**src/ctf_pkg.sv**
```systemverilog
// Package of constants, field layouts and types for the timer/function bank
package ctf_pkg;

    // ************************************************************
    // Register map
    // ************************************************************
    localparam logic [7:0] TIMER_SETTINGS_ADDR        = 8'h06;
    localparam logic [7:0] FUNCTION_SETTINGS_ONE_ADDR = 8'h07;
    localparam logic [7:0] FUNCTION_SETTINGS_TWO_ADDR = 8'h08;

    // Timer settings field positions
    localparam int TMR_DONE_EN_BIT    = 5;
    localparam int TMR_SAFETY_EN_BIT  = 4;
    localparam int TMR_CHG_LEN_BIT    = 3;
    localparam int TMR_WD_EN_BIT      = 2;
    localparam int TMR_WD_LEN_BIT     = 1;
    localparam int TMR_WD_RESTART_BIT = 0;

    // Function settings one field positions
    localparam int FN1_CHIP_DIS_BIT   = 6;
    localparam int FN1_BMON_BIT       = 5;
    localparam int FN1_THR_BIT        = 4;
    localparam int FN1_REG_OFF_BIT    = 3;
    localparam int FN1_EOC_ALLOW_BIT  = 2;
    localparam int FN1_CHG_EN_BIT     = 0;

    // Ideal diode policy codes
    localparam logic [1:0] DIODE_ALWAYS    = 2'h0;
    localparam logic [1:0] DIODE_WEAK_GATE = 2'h1;

    // ************************************************************
    // Reset values
    // ************************************************************
    localparam logic [7:0] TIMER_SETTINGS_RESET = 8'h38;
    localparam logic [7:0] FUNCTION_ONE_RESET   = 8'h04;
    localparam logic [4:0] FUNCTION_TWO_UPPER_RESET = 5'h00;
    localparam logic [2:0] SYS_VOLT_CODE_RESET  = 3'h2;

    // ************************************************************
    // Timing
    // ************************************************************
    localparam int CLK_HZ         = 25_000_000;
    localparam int TICK_MS        = 1;
    localparam int MS_TICK_CYCLES = (CLK_HZ / 1000) * TICK_MS;
    localparam int TICKW          = 26;

    localparam int DEGLITCH_MS      = 31;
    localparam int DONE_TIME_MS     = 100;
    localparam int TRICKLE_SHORT_S  = 30;
    localparam int TRICKLE_LONG_S   = 60;
    localparam int FAST_SHORT_MIN   = 300;
    localparam int FAST_LONG_MIN    = 600;
    localparam int WD_SHORT_S       = 32;
    localparam int WD_LONG_S        = 64;
    localparam int SAFETY_MIN       = 40;

    localparam int DEGLITCH_TICKS      = DEGLITCH_MS / TICK_MS;
    localparam int DONE_TICKS          = DONE_TIME_MS / TICK_MS;
    localparam int TRICKLE_SHORT_TICKS = TRICKLE_SHORT_S * 1000 / TICK_MS;
    localparam int TRICKLE_LONG_TICKS  = TRICKLE_LONG_S * 1000 / TICK_MS;
    localparam int FAST_SHORT_TICKS    = FAST_SHORT_MIN * 60000 / TICK_MS;
    localparam int FAST_LONG_TICKS     = FAST_LONG_MIN * 60000 / TICK_MS;
    localparam int WD_SHORT_TICKS      = WD_SHORT_S * 1000 / TICK_MS;
    localparam int WD_LONG_TICKS       = WD_LONG_S * 1000 / TICK_MS;
    localparam int SAFETY_TICKS        = SAFETY_MIN * 60000 / TICK_MS;

    // ************************************************************
    // Types
    // ************************************************************
    typedef logic [TICKW-1:0] ctf_ticks_t;

    typedef struct packed {
        logic doneTimerEnable;
        logic safetyChargeTimerEnable;
        logic chargeTimerLengthSel;
        logic hostWatchdogEnable;
        logic hostWatchdogLengthSel;
    } ctf_timer_s;

    typedef struct packed {
        logic chipDisable;
        logic batteryMonitorForceOn;
        logic thermistorSourceForceOn;
        logic regulatorOff;
        logic endOfChargeAllow;
        logic chargingEnable;
    } ctf_func_one_s;

    typedef struct packed {
        logic       tempComplianceEnable;
        logic       tempProfileSel;
        logic       chargeVoltageLimitEnable;
        logic [1:0] idealDiodePolicy;
        logic [2:0] systemVoltageCode;
    } ctf_func_two_s;

    typedef struct packed {
        logic [7:0] addr;
        logic [7:0] wrData;
        logic       write;
        logic       read;
    } ctf_req_s;

    typedef enum logic [1:0] {
        EOC_IDLE,
        EOC_WAIT,
        EOC_DONE
    } ctf_eoc_e;

endpackage : ctf_pkg

```
**src/ctf_regs.sv**
```systemverilog
// Timer and function settings registers of the charger with their timers
`timescale 1ns/10ps
module ctf_regs
    import ctf_pkg::*;
#(
    parameter int         TICK_CYCLES   = MS_TICK_CYCLES,
    parameter logic [2:0] SYS_VOLT_INIT = SYS_VOLT_CODE_RESET
)
(
    input  wire logic       clk,
    input  wire logic       rst_b,
    // Register access from the serial interface engine
    input  wire ctf_req_s   regReq,
    output logic [7:0]      regRdData,
    output logic            regRdValid,
    // Analog status
    input  wire logic       inputValid,
    input  wire logic       batteryAboveDead,
    input  wire logic       batteryAboveWeak,
    input  wire logic       batteryBelowVlim,
    input  wire logic       sysBelowBattery,
    input  wire logic       trickleActive,
    input  wire logic       fastActive,
    input  wire logic       eocDetect,
    // Controls to the analog loops
    output logic            chipDisabled,
    output logic            batteryMonitorOn,
    output logic            thermistorSourceOn,
    output logic            regulatorOn,
    output logic            isoSwitchOn,
    output logic            chargeAllowed,
    output logic            endOfCharge,
    output logic            idealDiodeOn,
    output logic            tempComplianceOn,
    output logic            tempProfile,
    output logic [2:0]      systemVoltageCode,
    output logic            trickleExpired,
    output logic            fastExpired,
    output logic            watchdogExpired,
    output logic            safetyExpired
);

    // ************************************************************
    // Tick prescaler
    // ************************************************************
    localparam int PW = $clog2(TICK_CYCLES + 1);
    localparam logic [PW-1:0] PRE_LAST = PW'(TICK_CYCLES - 1);

    logic [PW-1:0] pre_r;
    logic [PW-1:0] pre_nxt;
    logic          tick_r;
    logic          tick_nxt;

    always_comb begin
        tick_nxt = (pre_r == PRE_LAST);
        pre_nxt  = tick_nxt ? '0 : pre_r + PW'(1);
    end

    always_ff @(posedge clk or negedge rst_b) begin
        if (!rst_b) begin
            pre_r  <= '0;
            tick_r <= 1'b0;
        end else begin
            pre_r  <= pre_nxt;
            tick_r <= tick_nxt;
        end
    end

    // ************************************************************
    // Register file
    // ************************************************************
    ctf_timer_s    tmr_r;
    ctf_timer_s    tmr_nxt;
    ctf_func_one_s fn1_r;
    ctf_func_one_s fn1_nxt;
    ctf_func_two_s fn2_r;
    ctf_func_two_s fn2_nxt;
    logic          wdRestart_r;
    logic          wdRestart_nxt;
    logic [7:0]    rdData_r;
    logic [7:0]    rdData_nxt;
    logic          rdValid_r;
    logic          rdValid_nxt;

    always_comb begin
        tmr_nxt       = tmr_r;
        fn1_nxt       = fn1_r;
        fn2_nxt       = fn2_r;
        wdRestart_nxt = 1'b0;
        rdValid_nxt   = regReq.read;
        rdData_nxt    = rdData_r;
        if (regReq.write) begin
            unique case (regReq.addr)
                TIMER_SETTINGS_ADDR: begin
                    tmr_nxt.doneTimerEnable =
                        regReq.wrData[TMR_DONE_EN_BIT];
                    tmr_nxt.safetyChargeTimerEnable =
                        regReq.wrData[TMR_SAFETY_EN_BIT];
                    tmr_nxt.chargeTimerLengthSel =
                        regReq.wrData[TMR_CHG_LEN_BIT];
                    tmr_nxt.hostWatchdogEnable =
                        regReq.wrData[TMR_WD_EN_BIT];
                    tmr_nxt.hostWatchdogLengthSel =
                        regReq.wrData[TMR_WD_LEN_BIT];
                    wdRestart_nxt = regReq.wrData[TMR_WD_RESTART_BIT];
                end
                FUNCTION_SETTINGS_ONE_ADDR: begin
                    fn1_nxt.chipDisable =
                        regReq.wrData[FN1_CHIP_DIS_BIT];
                    fn1_nxt.batteryMonitorForceOn =
                        regReq.wrData[FN1_BMON_BIT];
                    fn1_nxt.thermistorSourceForceOn =
                        regReq.wrData[FN1_THR_BIT];
                    fn1_nxt.regulatorOff =
                        regReq.wrData[FN1_REG_OFF_BIT];
                    fn1_nxt.endOfChargeAllow =
                        regReq.wrData[FN1_EOC_ALLOW_BIT];
                    fn1_nxt.chargingEnable =
                        regReq.wrData[FN1_CHG_EN_BIT];
                end
                FUNCTION_SETTINGS_TWO_ADDR: begin
                    // System voltage code and upper fields
                    fn2_nxt = ctf_func_two_s'(regReq.wrData);
                end
                default: begin
                    // Writes elsewhere are ignored
                end
            endcase
        end
        if (regReq.read) begin
            rdData_nxt = 8'h00;
            unique case (regReq.addr)
                TIMER_SETTINGS_ADDR: begin
                    // Unused and restart bits read zero
                    rdData_nxt = {2'h0, tmr_r, 1'b0};
                end
                FUNCTION_SETTINGS_ONE_ADDR: begin
                    rdData_nxt = {1'b0, fn1_r[5:1], 1'b0, fn1_r[0]};
                end
                FUNCTION_SETTINGS_TWO_ADDR: begin
                    rdData_nxt = fn2_r;
                end
                default: begin
                    rdData_nxt = 8'h00;
                end
            endcase
        end
    end

    always_ff @(posedge clk or negedge rst_b) begin
        if (!rst_b) begin
            tmr_r       <= ctf_timer_s'(TIMER_SETTINGS_RESET[5:1]);
            fn1_r       <= ctf_func_one_s'({FUNCTION_ONE_RESET[6:2],
                                             FUNCTION_ONE_RESET[0]});
            fn2_r       <= ctf_func_two_s'({FUNCTION_TWO_UPPER_RESET,
                                             SYS_VOLT_INIT});
            wdRestart_r <= 1'b0;
            rdData_r    <= 8'h00;
            rdValid_r   <= 1'b0;
        end else begin
            tmr_r       <= tmr_nxt;
            fn1_r       <= fn1_nxt;
            fn2_r       <= fn2_nxt;
            wdRestart_r <= wdRestart_nxt;
            rdData_r    <= rdData_nxt;
            rdValid_r   <= rdValid_nxt;
        end
    end

    // ************************************************************
    // Timer limits and run conditions
    // ************************************************************
    ctf_ticks_t trickleLimit;
    ctf_ticks_t fastLimit;
    ctf_ticks_t wdLimit;
    ctf_ticks_t safetyLimit;
    ctf_ticks_t eocLimit;
    logic       wdActive;
    logic       chargingGo;
    logic       eocRun;
    logic       eocClear;
    logic       eocElapsed;
    logic       trickleExp;
    logic       fastExp;
    logic       wdExp;
    logic       safetyExp;

    always_comb begin
        trickleLimit = tmr_r.chargeTimerLengthSel ?
                       TICKW'(TRICKLE_LONG_TICKS) :
                       TICKW'(TRICKLE_SHORT_TICKS);
        fastLimit    = tmr_r.chargeTimerLengthSel ?
                       TICKW'(FAST_LONG_TICKS) :
                       TICKW'(FAST_SHORT_TICKS);
        wdLimit      = tmr_r.hostWatchdogLengthSel ?
                       TICKW'(WD_LONG_TICKS) :
                       TICKW'(WD_SHORT_TICKS);
        safetyLimit  = TICKW'(SAFETY_TICKS);
        // Deglitch only when done timer off
        eocLimit     = tmr_r.doneTimerEnable ?
                       TICKW'(DONE_TICKS) :
                       TICKW'(DEGLITCH_TICKS);
        wdActive     = tmr_r.hostWatchdogEnable && batteryAboveDead;
        chargingGo   = fn1_r.chargingEnable && !fn1_r.chipDisable;
    end

    ctf_tick_timer u_trickle (
        .clk     (clk),
        .rst_b   (rst_b),
        .clear   (!trickleActive || !tmr_r.safetyChargeTimerEnable),
        .run     (trickleActive),
        .tick    (tick_r),
        .limit   (trickleLimit),
        .expired (trickleExp)
    );

    ctf_tick_timer u_fast (
        .clk     (clk),
        .rst_b   (rst_b),
        .clear   (!fastActive || !tmr_r.safetyChargeTimerEnable),
        .run     (fastActive),
        .tick    (tick_r),
        .limit   (fastLimit),
        .expired (fastExp)
    );

    ctf_tick_timer u_watchdog (
        .clk     (clk),
        .rst_b   (rst_b),
        .clear   (!wdActive || wdRestart_r),
        .run     (wdActive),
        .tick    (tick_r),
        .limit   (wdLimit),
        .expired (wdExp)
    );

    // Safety period starts once the watchdog has lapsed
    ctf_tick_timer u_safety (
        .clk     (clk),
        .rst_b   (rst_b),
        .clear   (!wdActive || wdRestart_r),
        .run     (wdExp),
        .tick    (tick_r),
        .limit   (safetyLimit),
        .expired (safetyExp)
    );

    // ************************************************************
    // End of charge sequencing
    // ************************************************************
    ctf_eoc_e eoc_r;
    ctf_eoc_e eoc_nxt;

    ctf_tick_timer u_eoc (
        .clk     (clk),
        .rst_b   (rst_b),
        .clear   (eocClear),
        .run     (eocRun),
        .tick    (tick_r),
        .limit   (eocLimit),
        .expired (eocElapsed)
    );

    always_comb begin
        eoc_nxt  = eoc_r;
        eocRun   = 1'b0;
        eocClear = 1'b1;
        unique case (eoc_r)
            EOC_IDLE: begin
                if (eocDetect && fn1_r.endOfChargeAllow && chargingGo) begin
                    eoc_nxt = EOC_WAIT;
                end
            end
            EOC_WAIT: begin
                eocClear = 1'b0;
                eocRun   = 1'b1;
                // Glitch on the detector restarts the wait
                if (!eocDetect || !fn1_r.endOfChargeAllow || !chargingGo) begin
                    eoc_nxt = EOC_IDLE;
                end else if (eocElapsed) begin
                    eoc_nxt = EOC_DONE;
                end
            end
            EOC_DONE: begin
                // Latched until charging is switched off
                if (!chargingGo) begin
                    eoc_nxt = EOC_IDLE;
                end
            end
        endcase
    end

    // ************************************************************
    // Output controls
    // ************************************************************
    logic [18:0] out_r;
    logic [18:0] out_nxt;
    logic        diodeOn;
    logic        vlimHold;

    always_comb begin
        unique case (fn2_r.idealDiodePolicy)
            DIODE_ALWAYS:    diodeOn = sysBelowBattery;
            DIODE_WEAK_GATE: diodeOn = sysBelowBattery && batteryAboveWeak;
            default:         diodeOn = 1'b0;
        endcase
        vlimHold = fn2_r.chargeVoltageLimitEnable && !batteryBelowVlim;
        out_nxt = {
            fn1_r.chipDisable,
            inputValid || fn1_r.batteryMonitorForceOn,
            inputValid || fn1_r.thermistorSourceForceOn,
            !fn1_r.regulatorOff && !fn1_r.chipDisable,
            fn1_r.regulatorOff ? !fn1_r.chargingEnable
                               : fn1_r.chargingEnable,
            chargingGo && !vlimHold && !trickleExp && !fastExp
                && !safetyExp && (eoc_r != EOC_DONE),
            eoc_r == EOC_DONE,
            diodeOn,
            fn2_r.tempComplianceEnable,
            fn2_r.tempProfileSel,
            fn2_r.systemVoltageCode,
            trickleExp,
            fastExp,
            wdExp,
            safetyExp,
            2'h0
        };
    end

    always_ff @(posedge clk or negedge rst_b) begin
        if (!rst_b) begin
            eoc_r <= EOC_IDLE;
            out_r <= '0;
        end else begin
            eoc_r <= eoc_nxt;
            out_r <= out_nxt;
        end
    end

    assign chipDisabled       = out_r[18];
    assign batteryMonitorOn   = out_r[17];
    assign thermistorSourceOn = out_r[16];
    assign regulatorOn        = out_r[15];
    assign isoSwitchOn        = out_r[14];
    assign chargeAllowed      = out_r[13];
    assign endOfCharge        = out_r[12];
    assign idealDiodeOn       = out_r[11];
    assign tempComplianceOn   = out_r[10];
    assign tempProfile        = out_r[9];
    assign systemVoltageCode  = out_r[8:6];
    assign trickleExpired     = out_r[5];
    assign fastExpired        = out_r[4];
    assign watchdogExpired    = out_r[3];
    assign safetyExpired      = out_r[2];
    assign regRdData          = rdData_r;
    assign regRdValid         = rdValid_r;

endmodule : ctf_regs

```
**src/ctf_tick_timer.sv**
```systemverilog
// Tick counter that flags expiry after a programmable number of ticks
`timescale 1ns/10ps
module ctf_tick_timer
    import ctf_pkg::*;
(
    input  wire logic       clk,
    input  wire logic       rst_b,
    input  wire logic       clear,
    input  wire logic       run,
    input  wire logic       tick,
    input  wire ctf_ticks_t limit,
    output logic            expired
);

    ctf_ticks_t cnt_r;
    ctf_ticks_t cnt_nxt;
    logic       expired_r;
    logic       expired_nxt;

    // Expiry is sticky; only clear brings the counter back
    always_comb begin
        cnt_nxt     = cnt_r;
        expired_nxt = expired_r;
        if (clear) begin
            cnt_nxt     = '0;
            expired_nxt = 1'b0;
        end else if (run && tick && !expired_r) begin
            cnt_nxt = cnt_r + ctf_ticks_t'(1);
        end
        // An expiry that meets a clear in one cycle is kept
        if (run && tick && !expired_r
                && (cnt_r + ctf_ticks_t'(1) >= limit)) begin
            expired_nxt = 1'b1;
        end
    end

    always_ff @(posedge clk or negedge rst_b) begin
        if (!rst_b) begin
            cnt_r     <= '0;
            expired_r <= 1'b0;
        end else begin
            cnt_r     <= cnt_nxt;
            expired_r <= expired_nxt;
        end
    end

    assign expired = expired_r;

endmodule : ctf_tick_timer

```
**config.mk**
```make
export PLATFORM = sky130hd
export DESIGN_NAME = ctf_regs
export DESIGN_NICKNAME = d
export VERILOG_FILES = /design/src/ctf_pkg.sv /design/src/ctf_regs.sv /design/src/ctf_tick_timer.sv
export SDC_FILE = /design/constraint.sdc
export NUM_CORES = 1
export LEC_CHECK = 0
export ABC_AREA = 1
export BUFFER_PORTS_ARGS = -buffer_cell sky130_fd_sc_hd__buf_2
export CELL_PAD_IN_SITES_DETAIL_PLACEMENT = 0
export CELL_PAD_IN_SITES_GLOBAL_PLACEMENT = 2
export CORE_UTILIZATION = 36
export CTS_BUF_LIST = sky130_fd_sc_hd__clkbuf_4 sky130_fd_sc_hd__clkbuf_8
export DETAILED_ROUTE_END_ITERATION = 10
export HOLD_SLACK_MARGIN = 0.03
export PLACE_DENSITY = 0.79
export SYNTH_ARGS = -nofsm -noshare
export SYNTH_HDL_FRONTEND = slang
export SYNTH_HIERARCHICAL = 1
export SYNTH_SLANG_ARGS = --single-unit
export TNS_END_PERCENT = 10
```
**constraint.sdc**
```tcl
create_clock -name clk -period 3.3 [get_ports clk]
set_clock_uncertainty 0.2 [all_clocks]
set_input_delay 0.165 -clock clk [delete_from_list [all_inputs] [get_ports clk]]
set_output_delay 0.165 -clock clk [all_outputs]
set_load 0.05 [all_outputs]
```
==> reports/results.ini, run 1 <==
[placement]
place_hpwl_um = 29400
io_buffers = 53
post-place-ws_ns = 0.501
gp_congestion = 0.831
dpl_cell_area_um2 = 16500

[cts]
postCtsSetupBuffers = 0
clk_pin_slew_ns = 0.12
insertion_delay_ns = 0.58
cts_tree = done
cts_buffers = 17
root_buffer = clkbuf_8
clkSinkCount = 199
ctsResizeCount = 0
cts_max_level = 4
clk_path_buf_depth = 2

[run]
drv_cap = 0

[layout]
area_growth_pct = 14.3
final_cell_area_um2 = 17400
final_layout_size_suffix_gt1_frac = 0.108
finalNetCount = 2470

[critical_path]
critPathMostFrequentCell = dlygate4sd3_1
critical-path-max-stage-delay_ns = 0.75
critPathSlowestCell = dlygate4sd3_1
path_max_fanout = 6
worstPathCellList = dlygate4sd3_1 -> buf_2 -> inv_1 -> nand2_1 -> dlygate4sd3_1 -> nor2_2 -> nand3_2 -> dlygate4sd3_1 -> o21ai_2 -> dlygate4sd3_1
cp-end-kind = flop
critPathRequiredTime_ns = 3.63
crit_arrival_ns = 3.56
crit_type = in -> reg
worst_setup_path_start_kind = primary input

[timing]
setup_tns_ns = 0
relSlewSlack = 0.495
finalWorstSetupSlack_ns = 0.0644
fmax_ghz = 0.309
setup_viol = 0
fin_crit_ns = 3.24
worst_pin_slew_ns = 0.756
slew_viol_final = 0
hold_viol_final = 0
post-route-period-util = 0.980

[global_route]
grt.total_usage = 0.189
grt_start_max_net_pins = 119
grt_pass1_wl_um = 64500
antenna_found_initial = 1
grt_most_used_layer = met2
grt.overflow.total = 0
use_met1 = 0.255
use_met3 = 0.0290
grt_pass1_vias = 12600
gr-usage-met2 = 0.310

[floorplan]
rows = 74
fp.dieH_um = 208
pin_count = 54
start_util = 0.368
die_area_um2 = 43100
core_um2 = 41300
die_w_um = 208

[routing]
first_pass_iters = 6
ant_nets = 0
routed_wl_um = 38600
drc_errors = 0
vias = 12800
wl_per_cell_um = 13.6
drt-vias-per-instance = 4.50
drt_iter0_markers = 488

[outcome]
outcome = completed

[hold_path]
hp-class = in -> reg

[logic_synthesis]
synth_edf_count = 0
syn_area_um2 = 15200
synth_ff_type = dfrtp_1
synthCells = 2095
ys_types = 44
ys_seq_area_frac = 0.328
synthArstFlopShare = 1.00
ys.warnings.count = 6
syn_area_per_cell_um2 = 7.26
ys_ff_latch = 199

[pwr]
ir_drop_mv = 0.205
powerDensity_nw_per_um2 = 271
p_leak_nw = 9.82

-- cell usage after synthesis, drive strengths merged (10+ instances only) --
master | n | area (um2)
nand2 | 659 | 2520
inv | 416 | 1560
dfrtp | 194 | 4850
nor2 | 168 | 860
ha | 139 | 1740
nand3 | 133 | 738
xor2 | 81 | 785
o21ai | 73 | 425
nor3 | 42 | 317
a21oi | 38 | 194
o22ai | 30 | 188
nand4 | 24 | 150
a21o | 15 | 113
and2 | 15 | 93.8
buf | 11 | 103
a22o | 10 | 87.6
clkbuf | 10 | 37.5
-- path summary, 6_finish.rpt --
kind / start / end / slack (ns) / cells past startpoint
setup / recovery: regReq[10] / tmr_r[4] / 0.06 / 10
hold / removal: inputValid / out_r[16] / 0.12 / 4
setup reg to reg: u_trickle/cnt_r[0] / u_trickle/expired / 0.52 / 16
hold reg to reg: fn2_r[1] / out_r[7] / 0.24 / 0
max in group asynchronous: rst_b / u_trickle/cnt_r[12] / 1.23 / 5
min in group asynchronous: rst_b / u_fast/cnt_r[5] / 0.53 / 4
-- cell families (layout without fill, tap and decap cells) --
group                    Yosys count  count (layout)  synth area share
flip-flops                       199             199             0.328
adder cells (fa/ha/maj)          139             139             0.114
AND/OR/NAND/NOR                 1055            1055             0.318
XOR/XNOR                          86              86            0.0569
other                              2              99          0.000494
buffers and inverters            442             567             0.113
AO/OA/AOI/OAI                    172             172            0.0691
-- placed cells by master, fill, tap and decap left out, types with 19 or more instances in the layout --
cell / n
ha_1: 139
buf_2: 52
o22ai_1: 30
nand2_1: 640
inv_2: 28
nand3_1: 120
dfrtp_1: 194
a21oi_1: 37
nand2_2: 19
conb_1: 98
xor2_1: 71
inv_1: 388
dlygate4sd3_1: 50
o21ai_0: 54
nand4_1: 24
nor3_1: 27
nor2_1: 132
-- report_power, final --
part | switching [mW] | internal (mW)
registers | 0.0305 | 2.47
logic | 0.366 | 0.167
clock network | 1.05 | 0.627
-- cell type report --
type / instances / area, um2
timing repair buffer: 114 / 883
sequential: 199 / 4990
tap: 532 / 666
fill: 4354 / 23900
clock inverter: 15 / 163
antenna: 1 / 2.50
clock buffer: 17 / 234
multi-input combinational: 1550 / 8870
inverter: 421 / 1580
-- timing repair --
| action | in CTS | in global routing |
|---|---|---|
| hold endpoints to repair | 293 | 5 |
| hold buffers | 49 | 2 |
| setup endpoints to repair | 0 | 3 |
-- flip-flops by register name, indices dropped and copies added, names as in the netlist, 2 cells and up --
register          cells
eoc_r                 2
tmr_r                 5
u_eoc/cnt_r          26
u_trickle/cnt_r      26
pre_r                15
u_watchdog/cnt_r     26
regRdData             8
u_safety/cnt_r       26
fn1_r                 6
u_fast/cnt_r         26
out_r                17
fn2_r                 8
-- metal layers --
layer / share of wire / vias to the layer above / wire [um]
met2: 0.46 / 114 / 17800
met1: 0.50 / 5839 / 19400
met5: 0 / - / 0
li1: - / 6831 / -
met4: 0.016 / 0 / 634
met3: 0.020 / 31 / 789
-- critical path, delay by kind of cell --
family / cells / cell delay, ns
compound gates: 1 / 0.18
simple gates: 3 / 0.59
buf+inv: 6 / 2.61
-- stage by stage --
stage	total power [mW]	hold WS (ns)	instances	utilization
floorplan	2.84	-0.331	2191	-
global placement	3.05	-0.241	2766	0.399
detailed placement	3.05	-0.241	2766	0.399
CTS	4.83	0.0326	2847	0.421
global route	4.96	0.100	2849	0.421
finish	4.71	0.123	2849	0.421
Power figures use the tool's default switching activity.
==> run 2, diff against run 1 <==
GPL_TIMING_DRIVEN = 0   (was default)
==> run 2 against run 1 <==
  * Combinational power shrank 3%
  * Wire length shrank 0.63%
  * Cell area is essentially flat
  * Non-clock buffer count grew 6
  * Sequential share of layout area is essentially flat
  * Via count grew 0.39%
  * Die area is the same
  * Clock power shrank 2%
  * Total power shrank 1.1%
  * Setup slack gained 0.029 ns
==> reports/results.ini, run 2 (synthesis gave the netlist of run 1 again) <==
[cts]
clkSinkCount = 199  ; unchanged
insertion_delay_ns = 0.56  ; -0.02 ns
cts_buffers = 17  ; unchanged
postCtsSetupBuffers = 0  ; unchanged
ctsResizeCount = 0  ; unchanged
clk_path_buf_depth = 2  ; unchanged
root_buffer = clkbuf_8
clk_pin_slew_ns = 0.11  ; about the same
cts_max_level = 4  ; unchanged
cts_tree = done

[layout]
layout_common_cells = nand2_1, inv_1, dfrtp_1
area_growth_pct = 14.2  ; about the same
antenna_cells = 0  ; -1
final_common_cell = nand2_1
finalNetCount = 2476  ; +0.24%
fillers = 4379  ; +0.57%
final_cell_area_um2 = 17400  ; about the same
final_layout_size_suffix_gt1_frac = 0.109  ; +0.000151

[pwr]
powerDensity_nw_per_um2 = 268  ; -1.1%
ir_drop_mv = 0.234  ; +14%
p_leak_nw = 9.80  ; -0.17%
finalPower_mw = 4.66  ; -1.1%

[timing]
relSlewSlack = 0.433  ; -0.0614
fin_hold_ws_ns = 0.0614  ; -0.0617 ns
worst_pin_slew_ns = 0.850  ; +0.0946 ns
hold_viol_final = 0  ; unchanged
fmax_ghz = 0.312  ; +0.89%
rsz0062_at_grt = no
post-route-period-util = 0.972  ; -0.00865
setup_tns_ns = 0  ; unchanged
slew_viol_final = 0  ; unchanged
setup_viol = 0  ; unchanged
fin_crit_ns = 3.21  ; -0.0285 ns

[floorplan]
pin_count = 54  ; unchanged
core_um2 = 41300  ; unchanged
rows = 74  ; unchanged
die_w_um = 208  ; unchanged
fp.dieH_um = 208  ; unchanged
die_area_um2 = 43100  ; unchanged
start_util = 0.368  ; unchanged

[routing]
drt_iter0_markers = 588  ; +20%
ant_nets = 0  ; unchanged
vias = 12900  ; +0.39%
wl_per_cell_um = 13.5  ; -0.81%
routed_wl_um = 38400  ; -0.63%
drc_errors = 0  ; unchanged
first_pass_iters = 7  ; +1
drt-vias-per-instance = 4.51  ; +0.21%

[global_route]
grt.total_usage = 0.190  ; +0.000796
grt_pass1_vias = 12600  ; -0.064%
grt.overflow.total = 0  ; unchanged
grt_start_max_net_pins = 102  ; -14%
grt_pass1_wl_um = 64600  ; +0.25%
antenna_found_initial = 0  ; -1

[run]
drv_cap = 0  ; unchanged

[placement]
place_hpwl_um = 29600  ; +0.67%
io_buffers = 53  ; unchanged
dpl_cell_area_um2 = 16500  ; +0.36%
gp_congestion = 0.798  ; -3.9%

[outcome]
outcome = completed

[critical_path]
crit_type = in -> reg
path_max_fanout = 10  ; +4
critPathRequiredTime_ns = 3.56  ; -0.07 ns
cp-end-kind = flop
crit_arrival_ns = 3.47  ; -0.09 ns
worst_setup_path_start_kind = primary input

[hold_path]
hp-class = in -> async

-- run 2: cell count changes in the layout (fill, tap and decap cells not counted), sizes merged --
cell	previous run	this run
clkbuf	17	30
dlygate4sd3	50	45
clkinv	10	7
clkinvlp	2	5
inv	423	420
buf	64	65
diode	1	0
-- run 2: final timing paths --
path | start | endpoint | slack [ns] | cells after the start
max | regReq[15] | tmr_r[1] | 0.09 | 13
min | rst_b | u_fast/cnt_r[1] | 0.06 | 2
max reg2reg | u_trickle/cnt_r[0] | u_trickle/expired | 0.35 | 16
min reg2reg | fn2_r[6] | out_r[9] | 0.24 | 0
max in group asynchronous | rst_b | u_eoc/cnt_r[25] | 1.80 | 3
min in group clk | regReq[17] | fn1_r[0] | 0.09 | 7
-- run 2: critical path: stages --
cell	delay [ns]
dlygate4sd3_1	0.53
buf_2	0.11
inv_1	0.06
nand2_2	0.04
dlygate4sd3_1	0.58
nor2_4	0.16
dlygate4sd3_1	0.70
buf_8	0.18
nand3_2	0.05
dlygate4sd3_1	0.60
buf_6	0.16
nand2_1	0.07
o21ai_2	0.05
-- run 2: routing by layer --
| layer | vias to the layer above | wire, um | part of all wire | track usage |
|---|---|---|---|---|
| met5 | - | 0 | 0 | 0 |
| met4 | 0 | 606 | 0.016 | 0.0589 |
| met3 | 33 | 1020 | 0.027 | 0.0280 |
| met2 | 137 | 17700 | 0.46 | 0.312 |
| met1 | 5857 | 19000 | 0.50 | 0.258 |
| li1 | 6838 | - | - | - |
-- run 2: stage by stage --
step                std cells  utilization  setup slack (ns)
floorplan                2191            -             0.881
global placement         2776        0.400             -2.05
detailed placement       2777        0.401             0.285
CTS                      2855        0.421            0.0726
global route             2854        0.421            0.0458
finish                   2854        0.421            0.0929
-- run 2: report_power, final --
group          internal, mW  leakage, nW  total [mW]  switching (mW)
Sequential             2.47         2.69        2.50          0.0326
Combinational         0.158         6.93       0.520           0.361
Clock                 0.641        0.180        1.64           0.996
Total                  3.27         9.80        4.66            1.39
-- run 2: layout make-up --
class / instances / area (um2) / share of cell area
plain buffers: 21 / 140 / 0.00807
well taps: 532 / 666 / 0.0383
inverters: 421 / 1580 / 0.0910
clock buffers: 20 / 263 / 0.0151
repair buffers: 99 / 753 / 0.0434
clock inverters: 12 / 116 / 0.00670
multi-input cells: 1550 / 8870 / 0.510
flip-flops and latches: 199 / 4990 / 0.287
-- run 2: what timing repair did --
action	in CTS	in global routing
hold endpoints to repair	160	0
hold buffers	46	0
setup endpoints to repair	0	1
